File: config.mk
export PLATFORM = sky130hd
export DESIGN_NAME = led_fault_supervisor
export DESIGN_NICKNAME = d
export VERILOG_FILES = /design/src/core/fault_pkg.sv /design/src/core/fault_timer.sv /design/src/core/led_fault_supervisor.sv
export SDC_FILE = /design/constraint.sdc
export NUM_CORES = 1
export LEC_CHECK = 0
export BUFFER_PORTS_ARGS = -buffer_cell sky130_fd_sc_hd__buf_2
export CORE_MARGIN = 2
export CORE_UTILIZATION = 35
export DETAILED_ROUTE_END_ITERATION = 7
export HOLD_SLACK_MARGIN = 0.05
export SYNTH_ARGS = -nofsm -noshare
export SYNTH_HDL_FRONTEND = slang
export SYNTH_HIERARCHICAL = 1
export SYNTH_SLANG_ARGS = --single-unit
File: constraint.sdc
create_clock -name clock -period 2.4 [get_ports clock]
set_input_delay 0.24 -clock clock [delete_from_list [all_inputs] [get_ports clock]]
set_output_delay 0.24 -clock clock [all_outputs]
set_load 0.005 [all_outputs]
File: src/core/fault_pkg.sv
// Shared constants and carrier types for the LED driver fault supervisor.
`default_nettype none
package fault_pkg;
  // ---------------------------------------------------------------------
  // Timebase
  // ---------------------------------------------------------------------
  localparam int CLOCK_PERIOD_NS = 5;
  localparam int RETRY_TIME_US   = 1000;
  localparam int QUALIFY_TIME_US = 10000;
  localparam int DEGLITCH_TIME_NS = 25000;
  localparam int ONTIME_MAX_NS    = 20000;
  localparam int TICK_TIME_NS     = 1000;
  localparam int TICK_CYCLES      = TICK_TIME_NS / CLOCK_PERIOD_NS;
  localparam int RETRY_TICKS      = RETRY_TIME_US * 1000 / TICK_TIME_NS;
  localparam int QUALIFY_TICKS    = QUALIFY_TIME_US * 1000 / TICK_TIME_NS;
  localparam int DEGLITCH_TICKS   = (DEGLITCH_TIME_NS + TICK_TIME_NS - 1) / TICK_TIME_NS;
  localparam int ONTIME_MAX_CYCLES = ONTIME_MAX_NS / CLOCK_PERIOD_NS;
  localparam int PWM_CYCLES       = 128;
  localparam int OVERCURRENT_REPORT_COUNT = 2;

  // ---------------------------------------------------------------------
  // Detector indications from the power stage
  // ---------------------------------------------------------------------
  typedef struct packed {
    logic overcurrent_trip;
    logic feedback_over_high;
    logic feedback_below_low;
    logic feedback_below_open;
    logic output_below_short;
    logic boot_drop_high;
    logic boot_undervoltage_lockout;
    logic temp_over_shutdown;
    logic temp_below_restart;
  } detect_type;

  typedef enum logic [1:0] {
    THERMAL_RUN  = 2'b00,
    THERMAL_SHUT = 2'b01
  } thermal_state_type;
endpackage
`default_nettype wire

File: src/core/fault_timer.sv
// Qualify/recover timer for one fault class, counted on timebase ticks.
`default_nettype none
module fault_timer #(
  parameter int WIDTH = 16
) (
  input  wire logic             clock,
  input  wire logic             rst_n,
  input  wire logic             tick,
  input  wire logic             run,
  input  wire logic [WIDTH-1:0] limit,
  output logic                  done
);
  logic [WIDTH-1:0] count_q;
  logic [WIDTH-1:0] count_d;

  always_comb begin
    count_d = count_q;
    if (!run) begin
      count_d = '0;
    end else if (tick && count_q != limit) begin
      count_d = count_q + WIDTH'(1);
    end
  end

  always_ff @(posedge clock) begin
    if (!rst_n) begin
      count_q <= '0;
    end else begin
      count_q <= count_d;
    end
  end

  assign done = run && (count_q == limit);
endmodule
`default_nettype wire

File: src/core/led_fault_supervisor.sv
// Fault supervisor: gates the high-side switch and drives the fault line.
//
// What this block does
// - Over 165C: stop switching, report fault.
// - Restart below 140C, release fault at once.
// - Fault line is open drain, pulls low.
// - Overcurrent: switch off, retry 1ms, report second.
// - Overcurrent report released after 10ms clean.
// - Feedback over 2V: off, report now, retry.
// - Recover below 1.55V; release 10ms later.
// - Undimmed open string: low feedback 10ms.
// - Dimmed open string: deglitch, 128 cycles, ontime.
// - Open string release after 10ms good.
// - Short string: output below 1V, qualified.
// - Short string release after 10ms above.
// - Open bootstrap: off, report now, 10ms release.
// - Bootstrap lockout: off, qualified report, 10ms release.
// - Long ontime or overcurrent: off, retry, report.
// - Ontime fault released after 10ms clean.
// - Shorted ontime resistor, enable short: no report.
// - Each overcurrent trip: hiccup off, restart.
`default_nettype none
module led_fault_supervisor #(
  parameter int RETRY_TICKS   = fault_pkg::RETRY_TICKS,
  parameter int QUALIFY_TICKS = fault_pkg::QUALIFY_TICKS,
  parameter int TICK_CYCLES   = fault_pkg::TICK_CYCLES,
  parameter int PWM_CYCLES    = fault_pkg::PWM_CYCLES
) (
  input  wire logic                  clock,
  input  wire logic                  rst_n,
  input  wire fault_pkg::detect_type detect,
  input  wire logic                  enable_pwm,
  input  wire logic                  dimming_mode,
  input  wire logic                  switch_request,
  input  wire logic                  fault_report_n_in,
  output logic                       fault_report_n_out,
  output logic                       fault_report_n_oe,
  output logic                       switch_on,
  output logic                       output_enable
);
  // -------------------------------------------------------------------
  // Timebase
  // -------------------------------------------------------------------
  logic [15:0] tick_count_q;
  logic [15:0] tick_count_d;
  logic        tick;

  always_comb begin
    tick_count_d = tick_count_q + 16'h0001;
    if (tick_count_q == 16'(TICK_CYCLES - 1)) begin
      tick_count_d = 16'h0000;
    end
  end
  assign tick = (tick_count_q == 16'(TICK_CYCLES - 1));

  // -------------------------------------------------------------------
  // Thermal shutdown with hysteresis
  // -------------------------------------------------------------------
  fault_pkg::thermal_state_type thermal_q;
  fault_pkg::thermal_state_type thermal_d;

  always_comb begin
    thermal_d = thermal_q;
    case (thermal_q)
      fault_pkg::THERMAL_RUN: begin
        if (detect.temp_over_shutdown) begin
          thermal_d = fault_pkg::THERMAL_SHUT;
        end
      end
      fault_pkg::THERMAL_SHUT: begin
        if (detect.temp_below_restart) begin
          thermal_d = fault_pkg::THERMAL_RUN;
        end
      end
      default: thermal_d = fault_pkg::THERMAL_RUN;
    endcase
  end

  // -------------------------------------------------------------------
  // Dimming edge counter and on-time watchdog
  // -------------------------------------------------------------------
  logic        pwm_prev_q;
  logic        pwm_prev_d;
  logic        pwm_rise;
  logic [11:0] ontime_q;
  logic [11:0] ontime_d;
  logic        ontime_over;

  // The enable input rests high, so the edge memory resets high as well;
  // a low reset value would count a false dimming edge after reset.
  assign pwm_rise = enable_pwm && !pwm_prev_q;
  assign ontime_over = (ontime_q == 12'(fault_pkg::ONTIME_MAX_CYCLES));

  always_comb begin
    pwm_prev_d = enable_pwm;
    ontime_d   = 12'h000;
    if (switch_on && ontime_q != 12'(fault_pkg::ONTIME_MAX_CYCLES)) begin
      ontime_d = ontime_q + 12'h001;
    end else if (switch_on) begin
      ontime_d = ontime_q;
    end
  end

  // -------------------------------------------------------------------
  // Overcurrent class: hiccup retry and trip counting
  // -------------------------------------------------------------------
  logic        oc_event;
  logic        hiccup_q;
  logic        hiccup_d;
  logic [15:0] hiccup_count_q;
  logic [15:0] hiccup_count_d;
  logic [1:0]  oc_trips_q;
  logic [1:0]  oc_trips_d;
  logic        oc_report_q;
  logic        oc_report_d;
  logic        oc_clean_done;

  // Shorted inductor, shorted set resistor, output to ground and open
  // ontime resistor all share this path.
  assign oc_event = (detect.overcurrent_trip && switch_on) || ontime_over;

  always_comb begin
    hiccup_d       = hiccup_q;
    hiccup_count_d = hiccup_count_q;
    oc_trips_d     = oc_trips_q;
    oc_report_d    = oc_report_q;
    if (oc_event) begin
      hiccup_d       = 1'b1;
      hiccup_count_d = 16'h0000;
      if (oc_trips_q != 2'(fault_pkg::OVERCURRENT_REPORT_COUNT)) begin
        oc_trips_d = oc_trips_q + 2'b01;
      end
      if (oc_trips_q == 2'(fault_pkg::OVERCURRENT_REPORT_COUNT - 1) || ontime_over) begin
        oc_report_d = 1'b1;
      end
    end else begin
      if (hiccup_q && tick) begin
        hiccup_count_d = hiccup_count_q + 16'h0001;
        if (hiccup_count_q == 16'(RETRY_TICKS - 1)) begin
          hiccup_d = 1'b0;
        end
      end
      if (oc_clean_done) begin
        oc_trips_d  = 2'b00;
        oc_report_d = 1'b0;
      end
    end
  end

  fault_timer u_oc_clean (
    .clock (clock),
    .rst_n (rst_n),
    .tick  (tick),
    .run   (!oc_event && oc_trips_q != 2'b00),
    .limit (16'(QUALIFY_TICKS)),
    .done  (oc_clean_done)
  );

  // -------------------------------------------------------------------
  // Open set resistor and open bootstrap: immediate report
  // -------------------------------------------------------------------
  logic iset_open_q;
  logic iset_open_d;
  logic iset_clean_done;
  logic boot_open_q;
  logic boot_open_d;
  logic boot_clean_done;

  always_comb begin
    iset_open_d = iset_open_q;
    boot_open_d = boot_open_q;
    if (detect.feedback_over_high) begin
      iset_open_d = 1'b1;
    end else if (iset_clean_done) begin
      iset_open_d = 1'b0;
    end
    if (detect.boot_drop_high && switch_on) begin
      boot_open_d = 1'b1;
    end else if (boot_clean_done) begin
      boot_open_d = 1'b0;
    end
  end

  fault_timer u_iset_clean (
    .clock (clock),
    .rst_n (rst_n),
    .tick  (tick),
    .run   (iset_open_q && detect.feedback_below_low),
    .limit (16'(QUALIFY_TICKS)),
    .done  (iset_clean_done)
  );

  fault_timer u_boot_clean (
    .clock (clock),
    .rst_n (rst_n),
    .tick  (tick),
    .run   (boot_open_q && !detect.boot_drop_high),
    .limit (16'(QUALIFY_TICKS)),
    .done  (boot_clean_done)
  );

  // -------------------------------------------------------------------
  // Qualified faults: open string, short string, bootstrap lockout
  // -------------------------------------------------------------------
  localparam int QUALIFIED = 3;
  logic [QUALIFIED-1:0] q_cond;
  logic [QUALIFIED-1:0] q_latched_q;
  logic [QUALIFIED-1:0] q_latched_d;
  logic [QUALIFIED-1:0] q_undimmed_done;
  logic [QUALIFIED-1:0] q_deglitch_done;
  logic [QUALIFIED-1:0] q_recover_done;
  logic [QUALIFIED-1:0] q_dimmed_hit;
  logic [7:0]           q_pwm_q [QUALIFIED];
  logic [7:0]           q_pwm_d [QUALIFIED];

  assign q_cond[0] = detect.feedback_below_open;
  assign q_cond[1] = detect.output_below_short;
  assign q_cond[2] = detect.boot_undervoltage_lockout;

  genvar g;
  generate
    for (g = 0; g < QUALIFIED; g++) begin : g_qual
      fault_timer u_undimmed (
        .clock (clock),
        .rst_n (rst_n),
        .tick  (tick),
        .run   (q_cond[g] && !dimming_mode && !q_latched_q[g]),
        .limit (16'(QUALIFY_TICKS)),
        .done  (q_undimmed_done[g])
      );
      fault_timer u_deglitch (
        .clock (clock),
        .rst_n (rst_n),
        .tick  (tick),
        .run   (q_cond[g] && dimming_mode && !q_latched_q[g]),
        .limit (16'(fault_pkg::DEGLITCH_TICKS)),
        .done  (q_deglitch_done[g])
      );
      fault_timer u_recover (
        .clock (clock),
        .rst_n (rst_n),
        .tick  (tick),
        .run   (q_latched_q[g] && !q_cond[g]),
        .limit (16'(QUALIFY_TICKS)),
        .done  (q_recover_done[g])
      );

      // The lockout channel needs no deglitch; its comparator is already
      // a latched lockout, so its condition counts cycles directly.
      assign q_dimmed_hit[g] = (g == 2) ? q_cond[g] : q_deglitch_done[g];

      always_comb begin
        q_pwm_d[g]     = q_pwm_q[g];
        q_latched_d[g] = q_latched_q[g];
        if (!q_dimmed_hit[g] || !dimming_mode) begin
          q_pwm_d[g] = 8'h00;
        end else if (pwm_rise && q_pwm_q[g] != 8'(PWM_CYCLES)) begin
          q_pwm_d[g] = q_pwm_q[g] + 8'h01;
        end
        if (!q_latched_q[g]) begin
          if (q_undimmed_done[g] || (q_pwm_q[g] == 8'(PWM_CYCLES))) begin
            q_latched_d[g] = 1'b1;
          end else if (g == 0 && dimming_mode && q_cond[g] && ontime_over) begin
            q_latched_d[g] = 1'b1;
          end
        end else if (q_recover_done[g]) begin
          q_latched_d[g] = 1'b0;
        end
      end

      always_ff @(posedge clock) begin
        if (!rst_n) begin
          q_pwm_q[g]     <= 8'h00;
          q_latched_q[g] <= 1'b0;
        end else begin
          q_pwm_q[g]     <= q_pwm_d[g];
          q_latched_q[g] <= q_latched_d[g];
        end
      end
    end
  endgenerate

  // -------------------------------------------------------------------
  // Switch gating and fault line
  // -------------------------------------------------------------------
  logic report_d;
  logic report_q;
  logic thermal_shut;

  assign thermal_shut = (thermal_q == fault_pkg::THERMAL_SHUT);

  // The enable input shorted to the set resistor just reads as a low
  // enable: output stays off and nothing is reported.
  always_comb begin
    report_d = (thermal_d == fault_pkg::THERMAL_SHUT)
               || oc_report_d || iset_open_d || boot_open_d
               || (|q_latched_d);
  end

  // A trip drops the switch at the next edge through the hiccup register.
  // Gating the switch with the trip itself would hide every trip from oc_event.
  assign switch_on = output_enable && switch_request
                     && !hiccup_q
                     && !detect.feedback_over_high
                     && !(detect.boot_drop_high && boot_open_q)
                     && !detect.boot_undervoltage_lockout;

  assign output_enable = enable_pwm && !thermal_shut
                         && !iset_open_q && !(|q_latched_q[1:0]);

  // Open drain: drive low only while reporting, enable is low-active.
  assign fault_report_n_out = 1'b0;
  assign fault_report_n_oe  = !report_q;

  always_ff @(posedge clock) begin
    if (!rst_n) begin
      tick_count_q   <= 16'h0000;
      thermal_q      <= fault_pkg::THERMAL_RUN;
      pwm_prev_q     <= 1'b1;
      ontime_q       <= 12'h000;
      hiccup_q       <= 1'b0;
      hiccup_count_q <= 16'h0000;
      oc_trips_q     <= 2'b00;
      oc_report_q    <= 1'b0;
      iset_open_q    <= 1'b0;
      boot_open_q    <= 1'b0;
      report_q       <= 1'b0;
    end else begin
      tick_count_q   <= tick_count_d;
      thermal_q      <= thermal_d;
      pwm_prev_q     <= pwm_prev_d;
      ontime_q       <= ontime_d;
      hiccup_q       <= hiccup_d;
      hiccup_count_q <= hiccup_count_d;
      oc_trips_q     <= oc_trips_d;
      oc_report_q    <= oc_report_d;
      iset_open_q    <= iset_open_d;
      boot_open_q    <= boot_open_d;
      report_q       <= report_d;
    end
  end
endmodule
`default_nettype wire

# Word level (Yosys, flattened, before mapping)
# Memories as Yosys holds them, arrays and structs flattened.
# Cells that the tools add are included.
[classes] addsub=18 n_eq_ne=38 n_mux=39 bitwise_logic=4 reduce_logical=109
[op_table] operator="adder 16 x 1 -> 16 bit, second input constant" count=13
[op_table] operator="== test 16 x 14 -> 1 bit, second input constant" count=9
[op_table] operator="inequality test 16 x 14 -> 1 bit, second input constant" count=9
[op_table] operator="two-way mux 8 bit" count=9
[op_table] operator="logical AND 1 bit" count=56
[op_table] operator="== test 16 x 5 -> 1 bit, second input constant" count=2
[op_table] operator="inequality test 16 x 5 -> 1 bit, second input constant" count=2
[op_table] operator="AND reduction 2 bit" count=13
[op_table] operator="adder 8 x 1 -> 8 bit, second input constant" count=3
[op_table] operator="== test 8 bit, second input constant" count=3
[op_table] operator="two-way mux 12 bit" count=2
[op_table] operator="inequality test 8 bit, second input constant" count=3
[op_table] operator="two-way mux 1 bit" count=22
[op_table] operator="zero test 1 bit" count=19
[op_table] operator="== test 16 x 10 -> 1 bit, second input constant" count=1
[op_table] operator="== test 16 x 8 -> 1 bit, second input constant" count=1
[op_table] operator="adder 12 x 1 -> 12 bit, second input constant" count=1
[op_table] operator="== test 12 bit, second input constant" count=1
[op_table] operator="logical OR 1 bit" count=12
[op_table] operator="inequality test 12 bit, second input constant" count=1
[op_table] operator="two-way mux 2 bit" count=5
[op_table] operator="nonzero test 2 bit" count=4
[op_table] operator="== test 2 x 1 -> 1 bit, second input constant" count=3
[op_table] operator="OR reduction 2 bit" count=3
[op_table] operator="8 further kinds" count=11
[word_totals] regBits=233 mem_bits_rw=24 inputBits=15 memories=1
[mem_list] name="q_pwm_q" words=3 width=8 read_ports=3 rd_clocked_by_memory_dff=0 write_ports=3 line_no="led_fault_supervisor.sv:213" source="logic [7:0] q_pwm_q [QUALIFIED];"

# Logic depth before layout (Yosys ltp)
[logic_depth] ltp_word=21 ltp_mapped=10

# Modules after synthesis
# Netlist, hierarchy kept.
[modules_own_cells] mod="fault_timer" n_inst=11 cells_per_inst=121 area_each_um2=1001.0
[modules_own_cells] mod="led_fault_supervisor" n_inst=1 cells_per_inst=439 area_each_um2=3836.2

# Worst setup path after synthesis
# Ideal clock, no wire load.
[synth_path] path_type="register -> register" start="register tick_count_q[0]" end="register g_qual[0].u_undimmed.count_q[10]" setup_time_ps=70 t_arrival_ps=2355 t_required_ps=2330 slack_ps=-25 path_stages_with_launch=10 path_buffers=2 synth_period_minus_slack_ps=2425 cell_sequence="dfxtp_1 ha_1 and4_1 nand4_4 inv_1 buf_2 o41ai_2 buf_6 or4_1 a21oi_1"
[synth_between] elab_chain_cells=2
[synth_lines] element="start: declaration" line_no="led_fault_supervisor.sv:44" source="logic [15:0] tick_count_q;"
[synth_lines] element="start signal: assignment" line_no="led_fault_supervisor.sv:329" source="tick_count_q <= tick_count_d;"
[synth_lines] element="== test 16 x 8 -> 1 bit" line_no="led_fault_supervisor.sv:54" source="assign tick = (tick_count_q == 16'(TICK_CYCLES - 1));"
[synth_lines] element="via tick" line_no="led_fault_supervisor.sv:46" source="logic tick;"
[synth_lines] element="logical AND 1 bit" line_no="fault_timer.sv:20" source="end else if (tick && count_q != limit) begin"
[synth_lines] element="end signal: assignment" line_no="fault_timer.sv:29" source="count_q <= count_d;"
[synth_lines] element="end: declaration" line_no="fault_timer.sv:13" source="logic [WIDTH-1:0] count_q;"
# The timed path passes the listed nets, and every way through them passes these cells.
# A chain may end at the register's enable or synchronous reset.

# Worst setup path after layout
[layout_path] start="register u_oc_clean.count_q[8]" end="register u_oc_clean.count_q[13]"
[layout_between] elab_chain_cells=2 elab_cells_between_ends=3
[layout_lines] element="start: declaration" line_no="fault_timer.sv:13"
[layout_lines] element="start signal: assignment" line_no="fault_timer.sv:29"
[layout_lines] element="parallel branches: the longest is 2 deep, another holds adder 16 x 1 -> 16 bit"
# Parallel ways; which one is timed is not known.

==> flow_summary_export.csv <==
group,metric,value,unit
synth,synth_cell_types,58,
synth,ys_warn_count,6,
detailed_routing,drt_iter0_markers,738,
sta,tightest_slew,0.829,ns
detailed_routing,vias,13300,
placement,io_buffer_count,16,
sta,slew_violations,0,
detailed_routing,ant_nets,0,
global_route,grt_max_degree,30,
placement,place_inst,2507,
die,ioPinCount,19,
die,die-height,210,µm
global_route,grt_pass1_vias,12000,
critical_path,crit_slowest_cell,"o41ai_4",
synth,syn_inst,1770,
layout,drive_gt1_frac,0.105,
hold_path,hold_class,"in -> reg",
synth,ys_ff_latch,257,
power,p_leak,5.52,nW
sta,skew,0.0363,ns
die,core.rowCount,75,
power,power_density,532,nW/µm²
sta,period_minus_slack,2.26,ns
layout,fin_nets,2066,
layout,final_cells,2589,
synth,synth.cell_area,14800,µm²
critical_path,cpPeakStageDelay,0.84,ns
sta,fin_crit_sh,0.940,
flow_run,maxCapViolations,0,
sta,max_freq,443,MHz
clocking,path_clk_slew,0.06,ns
hold_path,hold_depth,3,
clocking,clockBufferDepth,3,
global_route,grt-ovfl-total,0,
power,ir_drop,0.538,mV
layout,antenna_cells,0,
detailed_routing,wl_per_cell,13.2,µm
clocking,clock_sinks,257,
global_route,grt.total_usage,0.146,
critical_path,arrival,2.77,ns
synth,async_reset_ff_frac,0,
die,core,41900,µm²
die,initial_core_util,0.354,
placement,hpwlAfterDp,22400,µm
sta,max_slew_margin,0.441,
critical_path,crit_type,"reg -> reg",
sta,finalSetupViolCount,0,
layout,fin_util,0.429,
global_route,antenna_found_initial,2,
die,dieArea,44100,µm²
sta,hold_violations,0,
critical_path,crit_chain,"xnor2_1 -> nand4_1 -> o41ai_4 -> buf_4 -> o31ai_1 -> a21oi_1",
clocking,clkLatencyLatePin,0.59,ns
layout,area_delta_synth_final,21.2,%
critical_path,start_kind,"flip-flop",
critical_path,crit_path_end_kind,"flip-flop",
synth,seq_area_frac_synth,0.347,
clocking,cts_tree,"built",
global_route,grt_pass1_wl,55400,µm
critical_path,required,2.92,ns
clocking,cts-root-buf,"clkbuf_16",
sta,grt_setup_unrepaired,"yes",
synth,synth_edf_count,0,
synth,avgSynthCellArea,8.39,µm²
die,fp.dieW,210,µm
placement,place_congestion,0.791,
clocking,h-tree-depth,1,
critical_path,crit_fanout,12,
detailed_routing,viasPerCell,5.12,
detailed_routing,drt-total-wl,34200,µm
synth,synth_top_flop_cell,"dfxtp_1",
sta,fin_hold_ws,0.179,ns
outcome,status,"finished clean",
detailed_routing,drc,0,
detailed_routing,drt_first_pass_iters,7,
clocking,cts_buffers,30,
critical_path,rr_worst_depth,6,
==> report_power, final <==
group | internal (W) | switching (W)
sequential | 0.00428 | 0.00000892
combinational | 0.000164 | 0.000242
clock | 0.00300 | 0.00188
==> path summary, 6_finish.rpt <==
path | startpoint | endpoint | slack [ns]
worst min-delay path | detect[2] | q_pwm_q[2][3] | 0.18
worst max-delay path | u_oc_clean/count_q[8] | u_oc_clean/count_q[13] | 0.14
worst min register to register | thermal_q[1] | thermal_q[0] | 0.45
worst max register to register | u_oc_clean/count_q[8] | u_oc_clean/count_q[13] | 0.14
==> what timing repair did <==
item / in CTS / in global routing
resized for setup: 1 / 11
pin swaps: 4 / 7
buffers inserted: 0 / 8
hold buffers: 5 / 0
cloned: 4 / 10
endpoints found under the hold margin: 4 / 0
setup endpoints to repair: 14 / 109
==> critical path: cells and delay by family (launching register included) <==
| kind | cells | cell delay (ns) |
|---|---|---|
| AO/OA/AOI/OAI | 3 | 1.05 |
| XOR/XNOR | 1 | 0.14 |
| AND/OR/NAND/NOR | 1 | 0.32 |
| flip-flops | 1 | 0.43 |
| buffers and inverters | 1 | 0.23 |
==> layer usage <==
layer | GRT usage | wire length, µm | up-vias
li1 | - | - | 6863
met4 | 0.0360 | 714 | 4
met2 | 0.257 | 16200 | 171
met1 | 0.188 | 16200 | 6174
met5 | 0 | 30 | -
met3 | 0.0206 | 1070 | 53
==> placed cells by master, fill, tap and decap left out, types with 6 or more instances in the layout <==
master,netlist,final
and4_1,16,15
xnor2_1,199,199
buf_4,1,86
conb_1,2,178
nand4_2,11,11
clkbuf_8,0,9
or4_1,66,66
and3_1,59,59
clkbuf_16,0,31
o21ai_1,88,88
nand2_1,166,166
o31ai_1,66,66
or3_1,88,88
a21oi_1,179,179
nand4_1,71,71
dfxtp_1,257,257
xor2_1,37,37
o41a_1,11,11
nor2b_1,6,6
o41ai_4,0,21
nor2_1,128,128
nand3_1,85,85
nor3_1,23,23
and2_1,15,15
ha_1,24,24
xnor2_2,11,11
buf_2,26,16
inv_1,28,27
==> sequential cells by signal, indices dropped and copies added (netlist names) <==
name,cells
g_qual.u_deglitch/count_q,32
report_q,1
q_latched_q,3
u_boot_clean/count_q,16
g_qual.u_undimmed/count_q,48
pwm_prev_q,1
q_pwm_q,24
g_qual.u_recover/count_q,48
hiccup_q,1
iset_open_q,1
thermal_q,2
ontime_q,12
oc_report_q,1
u_iset_clean/count_q,16
tick_count_q,16
boot_open_q,1
u_oc_clean/count_q,16
oc_trips_q,2
hiccup_count_q,16
==> layout make-up <==
type	instances	area, µm²
Clock inverter	13	198
Fill cell	4111	23900
Multi-Input combinational cell	1599	10100
Clock buffer	42	886
Sequential cell	257	5140
Inverter	29	111
Timing Repair Buffer	110	841
Tap cell	539	674
==> stage by stage <==
stage               setup slack, ns  total power (W)  area, µm²   TNS, ns
floorplan                     0.147          0.00467      15500         0
global placement             0.0461          0.00475      16400         0
detailed placement          -0.0360          0.00476      16400   -0.0879
CTS                          0.0287          0.00968      17700         0
global route               -0.00596          0.00992      18000  -0.00596
finish                        0.144          0.00957      18000         0
==> cell usage after synthesis (11+ instances only) <==
cell type | number | area share
buf_2 | 26 | 0.0088
nand2_1 | 166 | 0.042
a21oi_1 | 179 | 0.060
nand3_1 | 85 | 0.029
dfxtp_1 | 257 | 0.35
nand4_1 | 71 | 0.030
clkbuf_1 | 14 | 0.0035
xnor2_1 | 199 | 0.12
nor3_1 | 23 | 0.0078
nor2_1 | 128 | 0.032
o21ai_1 | 88 | 0.030
and2_1 | 15 | 0.0063
buf_6 | 33 | 0.025
or4_1 | 66 | 0.033
o41a_1 | 11 | 0.0083
or3_1 | 88 | 0.037
and3_1 | 59 | 0.025
o41ai_2 | 11 | 0.012
xor2_1 | 37 | 0.022
and4_1 | 16 | 0.0094
inv_1 | 28 | 0.0071
nand4_2 | 11 | 0.0093
xnor2_2 | 11 | 0.012
o31ai_1 | 66 | 0.033
ha_1 | 24 | 0.020
==> cells by family after synthesis <==
group	count (synthesis)	synth area share
xor gates and xnor gates	247	0.151
buffers and inverters	103	0.0452
muxes	3	0.00211
AOI/OAI and AO/OA	368	0.151
adders and majority gates	24	0.0202
other	2	0.000506
and+or+nand+nor	766	0.283
DFF	257	0.347
Power figures use the tool's default switching activity.
